==> config.mk <==
export PLATFORM = sky130hd
export DESIGN_NAME = pss_top
export DESIGN_NICKNAME = d
export VERILOG_FILES = /design/src/common/pss_pkg.sv /design/src/hdl/pss_tick.sv /design/src/hdl/pss_alarm.sv /design/src/hdl/pss_top.sv
export SDC_FILE = /design/constraint.sdc
export NUM_CORES = 1
export LEC_CHECK = 0
export ABC_AREA = 1
export BUFFER_PORTS_ARGS = -buffer_cell sky130_fd_sc_hd__buf_2
export CAP_MARGIN = 20
export CORE_ASPECT_RATIO = 1.75
export CORE_MARGIN = 2
export CORE_UTILIZATION = 39
export DETAILED_ROUTE_END_ITERATION = 6
export PLACE_DENSITY_LB_ADDON = 0.3
export SYNTH_ARGS = -nofsm -noshare
export SYNTH_HDL_FRONTEND = slang
export SYNTH_SLANG_ARGS = --single-unit
==> constraint.sdc <==
create_clock -name core_clk_i -period 3.4 [get_ports core_clk_i]
set_clock_uncertainty 0.05 [all_clocks]
set_input_delay 0.17 -clock core_clk_i [delete_from_list [all_inputs] [get_ports core_clk_i]]
set_output_delay 0.17 -clock core_clk_i [all_outputs]
set_load 0.02 [all_outputs]
==> src/common/pss_pkg.sv <==
package pss_pkg;
	localparam int unsigned CLK_HZ = 20_000_000;
	// tick rate for time-out and alarm timing: 1 ms
	localparam int unsigned TICK_MS = 1;
	localparam int unsigned TICK_CYC = CLK_HZ / 1000 * TICK_MS;
	localparam logic [17:0] TICK_LAST = 18'(TICK_CYC - 1);
	localparam int unsigned ALARM_S = 3;
	localparam logic [11:0] ALARM_TICKS = 12'(ALARM_S * 1000 / TICK_MS);
	localparam int unsigned STEP_SPACING_MS = 50;
	localparam logic [2:0] POS_REST = 3'h0;
	localparam logic [2:0] POS_FIRST = 3'h1;
	localparam logic [2:0] POS_MAX = 3'h7;
	localparam logic [11:0] TICKS_ZERO = 12'h000;
	localparam logic [11:0] TICKS_ONE = 12'h001;

	typedef enum logic [1:0]
	{
		PSS_IDLE = 2'b00,
		PSS_STEP = 2'b01,
		PSS_WORD = 2'b10
	} pss_state_t;

	typedef enum logic
	{
		PSS_TIMEOUT = 1'b0,
		PSS_ACK = 1'b1
	} pss_mode_t;

	typedef enum logic
	{
		PSS_RESTORE = 1'b0,
		PSS_SYNC = 1'b1
	} pss_pwr_t;

	typedef struct packed
	{
		logic [2:0] upper_pos;
		logic [11:0] timeout_ticks;
		pss_mode_t step_mode;
		pss_mode_t direct_path_apply_mode;
		pss_pwr_t pwr_mode;
	} pss_cfg_t;

	typedef struct packed
	{
		logic step_alarm;
		logic range_alarm;
		logic word_alarm;
		logic powerup_position_alarm;
	} pss_alarm_t;

	function automatic logic pss_in_range(input logic [2:0] p,
		input logic [2:0] upper);
		pss_in_range = (p != POS_REST) && (p <= upper);
	endfunction
endpackage

==> src/hdl/pss_tick.sv <==
`timescale 1ns/1ns
module pss_tick
	import pss_pkg::*;
(
	input wire logic core_clk_i,
	input wire logic srst_i,
	output logic tick_o
);
	logic [17:0] cnt_ff;
	logic [17:0] nxt_cnt;
	logic wrap;

	assign wrap = (cnt_ff == TICK_LAST);
	assign nxt_cnt = wrap ? 18'h0_0000 : cnt_ff + 18'h0_0001;

	always_ff @(posedge core_clk_i)
	begin
		if (srst_i)
		begin
			cnt_ff <= 18'h0_0000;
			tick_o <= 1'b0;
		end
		else
		begin
			cnt_ff <= nxt_cnt;
			tick_o <= wrap;
		end
	end
endmodule

==> src/hdl/pss_alarm.sv <==
`timescale 1ns/1ns
module pss_alarm
	import pss_pkg::*;
(
	input wire logic core_clk_i,
	input wire logic srst_i,
	input wire logic tick_i,
	input wire logic trig_i,
	output logic alarm_o
);
	logic [11:0] cnt_ff;
	logic [11:0] nxt_cnt;

	// retrigger restarts the full hold time
	assign nxt_cnt = trig_i ? ALARM_TICKS :
		(tick_i && cnt_ff != TICKS_ZERO) ? cnt_ff - TICKS_ONE : cnt_ff;

	always_ff @(posedge core_clk_i)
	begin
		if (srst_i)
		begin
			cnt_ff <= TICKS_ZERO;
			alarm_o <= 1'b0;
		end
		else
		begin
			cnt_ff <= nxt_cnt;
			alarm_o <= (nxt_cnt != TICKS_ZERO);
		end
	end
endmodule

==> src/hdl/pss_top.sv <==
// Overview of operation
// - step-up rising edge advances pre-selection, wrapping after upper position to 1
// - direct word above upper is ignored and range alarm holds 3 s
// - step timed mode applies pre-selection after time-out of step inactivity
// - step ack mode: no ack before time-out drops change, step alarm 3 s
// - each step edge restarts timer and shows pending position
// - step ack mode: step confirm rising edge in time applies pre-selection
// - direct word is unsigned binary, 1..7 positions, zero is rest
// - all-zero word makes no pre-selection, change or alarm
// - word timed mode applies after time-out since last word change
// - word ack mode: word confirm rising edge in time applies pre-selection
// - pending step sequence ignores word; pending word sequence ignores step
// - word ack mode: no ack before time-out rejects, word alarm 3 s
// - applied position kept in storage; power-up restores or syncs to word
// - separate confirm inputs per path, each acting on its own path
// - sync power-up with rest or bad word gives position 0 and alarm
// - restored out-of-range position gives position 0 and power-up alarm
`timescale 1ns/1ns
module pss_top
	import pss_pkg::*;
(
	input wire logic core_clk_i,
	input wire logic srst_i,
	input wire pss_cfg_t cfg_i,
	input wire logic step_up_i,
	input wire logic step_confirm_i,
	input wire logic direct_word_bit0_i,
	input wire logic direct_word_bit1_i,
	input wire logic direct_word_bit2_i,
	input wire logic direct_path_confirm_i,
	// power-up request and position held in non-volatile storage
	input wire logic powerup_i,
	input wire logic [2:0] nv_pos_i,
	output logic nv_wr_o,
	output logic [2:0] nv_pos_o,
	output logic [2:0] pos_bin_o,
	output logic [7:0] pos_onehot_o,
	output logic pos_changed_o,
	output logic pending_o,
	output logic [2:0] pending_pos_o,
	output pss_alarm_t alarm_o
);
	pss_state_t state_ff;
	pss_state_t nxt_state;
	logic [2:0] pre_ff;
	logic [2:0] nxt_pre;
	logic [2:0] pos_ff;
	logic [2:0] nxt_pos;
	logic [11:0] tmr_ff;
	logic [11:0] nxt_tmr;
	logic step_d_ff;
	logic sack_d_ff;
	logic wack_d_ff;
	logic [2:0] word_d_ff;
	logic tick;
	logic [2:0] word;
	logic step_rise;
	logic sack_rise;
	logic wack_rise;
	logic word_chg;
	logic word_ok;
	logic expired;
	logic apply;
	logic restart;
	logic trig_step;
	logic trig_range;
	logic trig_word;
	logic trig_pwr;
	logic [2:0] step_next;
	logic pwr_ok;
	logic [2:0] pwr_pos;

	pss_tick u_tick
	(
		.core_clk_i(core_clk_i),
		.srst_i(srst_i),
		.tick_o(tick)
	);

	assign word = {direct_word_bit2_i, direct_word_bit1_i,
		direct_word_bit0_i};
	assign step_rise = step_up_i && !step_d_ff;
	assign sack_rise = step_confirm_i && !sack_d_ff;
	assign wack_rise = direct_path_confirm_i && !wack_d_ff;
	assign word_chg = (word != word_d_ff);
	assign word_ok = pss_in_range(word, cfg_i.upper_pos);
	assign expired = tick && (tmr_ff == TICKS_ONE);
	// relies on the driver keeping step pulses 50 ms apart
	assign step_next = (pre_ff >= cfg_i.upper_pos || pre_ff == POS_REST) ?
		POS_FIRST : pre_ff + POS_FIRST;
	assign pwr_pos = (cfg_i.pwr_mode == PSS_SYNC) ? word : nv_pos_i;
	assign pwr_ok = pss_in_range(pwr_pos, cfg_i.upper_pos);

	always_comb
	begin
		nxt_state = state_ff;
		nxt_pre = pre_ff;
		nxt_pos = pos_ff;
		nxt_tmr = (tick && tmr_ff != TICKS_ZERO) ? tmr_ff - TICKS_ONE : tmr_ff;
		apply = 1'b0;
		restart = 1'b0;
		trig_step = 1'b0;
		trig_range = 1'b0;
		trig_word = 1'b0;
		trig_pwr = 1'b0;
		if (powerup_i)
		begin
			// power-up takes effect at once, no time-out or confirm
			nxt_state = PSS_IDLE;
			nxt_pos = pwr_ok ? pwr_pos : POS_REST;
			trig_pwr = !pwr_ok;
			apply = 1'b1;
		end
		else
		begin
			case (state_ff)
				PSS_IDLE:
				begin
					if (step_rise)
					begin
						nxt_pre = (pos_ff == POS_REST) ? POS_FIRST : step_next;
						if (pos_ff != POS_REST)
							nxt_pre = (pos_ff >= cfg_i.upper_pos) ?
								POS_FIRST : pos_ff + POS_FIRST;
						nxt_state = PSS_STEP;
						restart = 1'b1;
					end
					else if (word_chg && word != POS_REST)
					begin
						if (word_ok)
						begin
							nxt_pre = word;
							nxt_state = PSS_WORD;
							restart = 1'b1;
						end
						else
							trig_range = 1'b1;
					end
				end
				PSS_STEP:
				begin
					// word inputs are not looked at here
					if (step_rise)
					begin
						nxt_pre = step_next;
						restart = 1'b1;
					end
					else if (cfg_i.step_mode == PSS_ACK && sack_rise)
					begin
						nxt_pos = pre_ff;
						apply = 1'b1;
						nxt_state = PSS_IDLE;
					end
					else if (expired)
					begin
						nxt_state = PSS_IDLE;
						if (cfg_i.step_mode == PSS_TIMEOUT)
						begin
							nxt_pos = pre_ff;
							apply = 1'b1;
						end
						else
							trig_step = 1'b1;
					end
				end
				PSS_WORD:
				begin
					// step input is not looked at here
					if (word_chg)
					begin
						restart = 1'b1;
						if (word == POS_REST)
							restart = 1'b1;
						else if (word_ok)
							nxt_pre = word;
						else
							trig_range = 1'b1;
					end
					else if (cfg_i.direct_path_apply_mode == PSS_ACK &&
						wack_rise)
					begin
						nxt_pos = pre_ff;
						apply = 1'b1;
						nxt_state = PSS_IDLE;
					end
					else if (expired)
					begin
						nxt_state = PSS_IDLE;
						if (cfg_i.direct_path_apply_mode == PSS_TIMEOUT)
						begin
							nxt_pos = pre_ff;
							apply = 1'b1;
						end
						else
							trig_word = 1'b1;
					end
				end
				default:
				begin
					nxt_state = PSS_IDLE;
				end
			endcase
		end
		if (restart)
			nxt_tmr = cfg_i.timeout_ticks;
	end

	always_ff @(posedge core_clk_i)
	begin
		if (srst_i)
		begin
			state_ff <= PSS_IDLE;
			pre_ff <= POS_REST;
			pos_ff <= POS_REST;
			tmr_ff <= TICKS_ZERO;
			step_d_ff <= 1'b0;
			sack_d_ff <= 1'b0;
			wack_d_ff <= 1'b0;
			word_d_ff <= POS_REST;
		end
		else
		begin
			state_ff <= nxt_state;
			pre_ff <= nxt_pre;
			pos_ff <= nxt_pos;
			tmr_ff <= nxt_tmr;
			step_d_ff <= step_up_i;
			sack_d_ff <= step_confirm_i;
			wack_d_ff <= direct_path_confirm_i;
			word_d_ff <= word;
		end
	end

	always_ff @(posedge core_clk_i)
	begin
		if (srst_i)
		begin
			nv_wr_o <= 1'b0;
			nv_pos_o <= POS_REST;
			pos_bin_o <= POS_REST;
			pos_onehot_o <= 8'h01;
			pos_changed_o <= 1'b0;
			pending_o <= 1'b0;
			pending_pos_o <= POS_REST;
		end
		else
		begin
			nv_wr_o <= apply;
			nv_pos_o <= nxt_pos;
			pos_bin_o <= nxt_pos;
			pos_onehot_o <= 8'h01 << nxt_pos;
			pos_changed_o <= apply && (nxt_pos != pos_ff);
			pending_o <= (nxt_state != PSS_IDLE);
			pending_pos_o <= nxt_pre;
		end
	end

	pss_alarm u_step_alarm
	(
		.core_clk_i(core_clk_i),
		.srst_i(srst_i),
		.tick_i(tick),
		.trig_i(trig_step),
		.alarm_o(alarm_o.step_alarm)
	);

	pss_alarm u_range_alarm
	(
		.core_clk_i(core_clk_i),
		.srst_i(srst_i),
		.tick_i(tick),
		.trig_i(trig_range),
		.alarm_o(alarm_o.range_alarm)
	);

	pss_alarm u_word_alarm
	(
		.core_clk_i(core_clk_i),
		.srst_i(srst_i),
		.tick_i(tick),
		.trig_i(trig_word),
		.alarm_o(alarm_o.word_alarm)
	);

	pss_alarm u_pwr_alarm
	(
		.core_clk_i(core_clk_i),
		.srst_i(srst_i),
		.tick_i(tick),
		.trig_i(trig_pwr),
		.alarm_o(alarm_o.powerup_position_alarm)
	);
endmodule

==> results.yml <==
run_status:
  status: "finished clean"
synth:
  synth_area_per_cell_um2: 6.642
  yosysMostFrequentCell: "nand2_1"
  synth_top_flop_cell: "dfxtp_1"
  ys_seq_elements: 108
  synth.distinct_cells: 48
  syn_area_um2: 6755
  synth-edff-count: 0
  synthTopCellsByCount: "229 x nand2_1, 158 x nor2_1, 137 x inv_1"
  yosysSeqAreaShare: 0.3201
  synth_top_cell_area_share: 0.3201
  yosys.area.top_type: "dfxtp_1"
  synth.area.top_cells: "dfxtp_1 32%, nand2_1 13%, nor2_1 8.8%, inv_1 7.6%, ha_1 5.9%"
  ys_warn_count: 0
  synthCells: 1017
  synthArstFlopShare: 0
  syn-num-nets: 1079
floorplan:
  ios: 54
  initial_core_util: 0.3986
  dieArea_um2: 18430
  fp.dieH_um: 178.1
  rows: 63
  die_w_um: 103.5
  core_region_area_um2: 16950
setup_path:
  reg2reg_setup_slack_ns: 1.09
  slowest_stage: "nor4_1"
  worst-setup-path-type: "register to register"
  cp-start-kind: "register"
  endpoint_kind: "register"
  cp_slowest_stage_delay_ns: 0.37
  crit_buf_inv: 3
  cp_cell_sequence: "inv_1, ha_1, inv_1, nor4_1, nand3_2, o211ai_1, nand2_1, inv_1, nand3_1, nor2_1, a21oi_1"
  critPathMostFrequentCell: "inv_1"
  cp.arrival_ns: 2.47
  path_max_fanout: 8
  required_ns: 3.56
  cpLargestDelayFamily: "simple AND/OR/NAND/NOR gates"
min_path:
  hold_class: "input pin to register"
global_routing:
  top_usage_layer: "met2"
  met2_usage: 0.3726
  grt_first_pass_wirelength_um: 28260
  grt-ovfl-total: 0
  grt_pass1_vias: 6173
  met1_usage: 0.2107
  use_met3: 0.01920
  track_usage: 0.1939
  grt_max_degree: 44
  antenna_found_initial: 0
route:
  ant_nets: 0
  wire_per_inst_um: 13.10
  wl_um: 16900
  drt-pass1-iter-count: 4
  drc: 0
  viasPerCell: 4.978
  drtIter0Drc: 295
  via_count: 6421
clock_network:
  cts.sink_count: 108
  cts_inserted_buffers: 9
  holdBufCountCts: 0
  clk_pin_slew_ns: 0.07
  clockBufferDepth: 2
  cts.repair.resized: 0
  cts_tree: "done"
  cts_root_buf: "clkbuf_16"
  h-tree-depth: 3
  insertion_delay_ns: 0.36
  cts_setup_buffers: 0
timing:
  tns_ns: 0
  fmax_mhz: 432.5
  rsz0062_at_grt: "false"
  final_hold_viol_count: 0
  maxSlewHeadroom: 0.5705
  period_needed_ns: 2.312
  setup_viol: 0
  holdWs_ns: 0.006999
  fin_crit_sh: 0.6800
  drv_slew: 0
  tightest_slew_ns: 0.6418
cells_and_area:
  diodes: 0
  syn_to_final_growth_pct: 10.76
  fillCellCount: 1846
  final_util: 0.4415
  fin_nets: 1121
  drive_gt1_frac: 0.1185
power_and_ir_drop:
  power.density_nw_per_um2: 423.7
  p_leak_uw: 0.003804
  peakVddDrop_v: 0.0002017
flow_run:
  maxCapViolCount: 0
placed_design:
  dpl.hpwl_um: 13120
  gp_congestion: 0.9115
  port_buffers: 53
[registers in the layout, summed over array words and instances, names as in the netlist, 2 cells and up]
register,flops
u_tick.cnt_ff,18
tmr_ff,12
u_pwr_alarm.cnt_ff,12
u_range_alarm.cnt_ff,12
u_step_alarm.cnt_ff,12
u_word_alarm.cnt_ff,12
pos_onehot_o,8
pending_pos_o,3
pos_bin_o,3
word_d_ff,3
state_ff,2
[routing by layer]
| layer | routed length [µm] | up-vias |
|---|---|---|
| li1 | - | 3312 |
| met1 | 6674 | 2975 |
| met3 | 445 | 24 |
| met5 | 0 | - |
| met2 | 9400 | 110 |
| met4 | 376 | 0 |
[cell usage in the layout (no fill, tap or decap), types with 3 or more instances in the layout]
cell type / count
buf_4: 3
xor2_1: 32
buf_2: 53
o211ai_2: 3
nand3_1: 68
a31oi_1: 3
nand3_2: 6
inv_1: 137
nand2_1: 229
a21oi_1: 40
nor2_1: 158
nand2_2: 11
nand4_1: 16
nor2_2: 10
dfxtp_1: 108
nor3_1: 20
nor3b_1: 4
xnor2_1: 8
o21ai_0: 52
inv_2: 9
nor4_1: 4
nor3_2: 3
clkbuf_16: 9
o211ai_1: 8
ha_1: 32
o21ai_1: 5
[final timing paths]
| kind | from | to | cells after the start |
|---|---|---|---|
| max | state_ff[0]$_SDFF_PP0_ | u_word_alarm.alarm_o$_SDFF_PP0_ | 11 |
| min | direct_path_confirm_i | wack_d_ff$_SDFF_PP0_ | 3 |
| max reg2reg | state_ff[0]$_SDFF_PP0_ | u_word_alarm.alarm_o$_SDFF_PP0_ | 11 |
| min reg2reg | u_tick.cnt_ff[0]$_SDFF_PP0_ | u_tick.cnt_ff[0]$_SDFF_PP0_ | 1 |
[worst reg2reg max path, stage by stage (launching register included)]
cell,delay [ns]
dfxtp_1,0.35
inv_1,0.09
ha_1,0.31
inv_1,0.16
nor4_1,0.37
nand3_2,0.27
o211ai_1,0.20
nand2_1,0.08
inv_1,0.06
nand3_1,0.07
nor2_1,0.09
a21oi_1,0.07
[power breakdown]
group	internal [µW]	total, µW	switching [µW]
clock	663	1140	476
combinational	230	648	419
sequential	1320	1380	58.1
total	2220	3170	953
[stage by stage]
step / power, µW / setup slack (ns) / std cells / cell area (µm²)
final: 3170 / 1.088 / 1290 / 7482
after floorplan: 1900 / 1.450 / 1017 / 6755
after global routing: 3358 / 0.8751 / 1290 / 7482
after global placement: 2055 / 1.053 / 1275 / 7166
after detailed placement: 2061 / 0.9769 / 1275 / 7166
after CTS: 3199 / 1.083 / 1290 / 7482
[area by class of cell]
type                       instances  area (µm²)  area share
clock buffer                      11       242.7     0.03244
clock inverter                     4       73.82    0.009866
inverter                         147       551.8     0.07375
multi-input combinational        737        3880      0.5186
sequential                       108        2162      0.2890
tap                              227       284.0     0.03796
timing repair buffer              56       287.8     0.03846
[kinds of logic after synthesis]
group           Yosys count  share of synthesized area
simple gates            543                     0.3571
flops                   108                     0.3201
compound gates          120                     0.1032
buf+inv                 172                     0.1056
xor+xnor                 40                    0.05186
mux                       2                   0.002964
fa+ha+maj                32                    0.05927
Power figures use the tool's default switching activity.
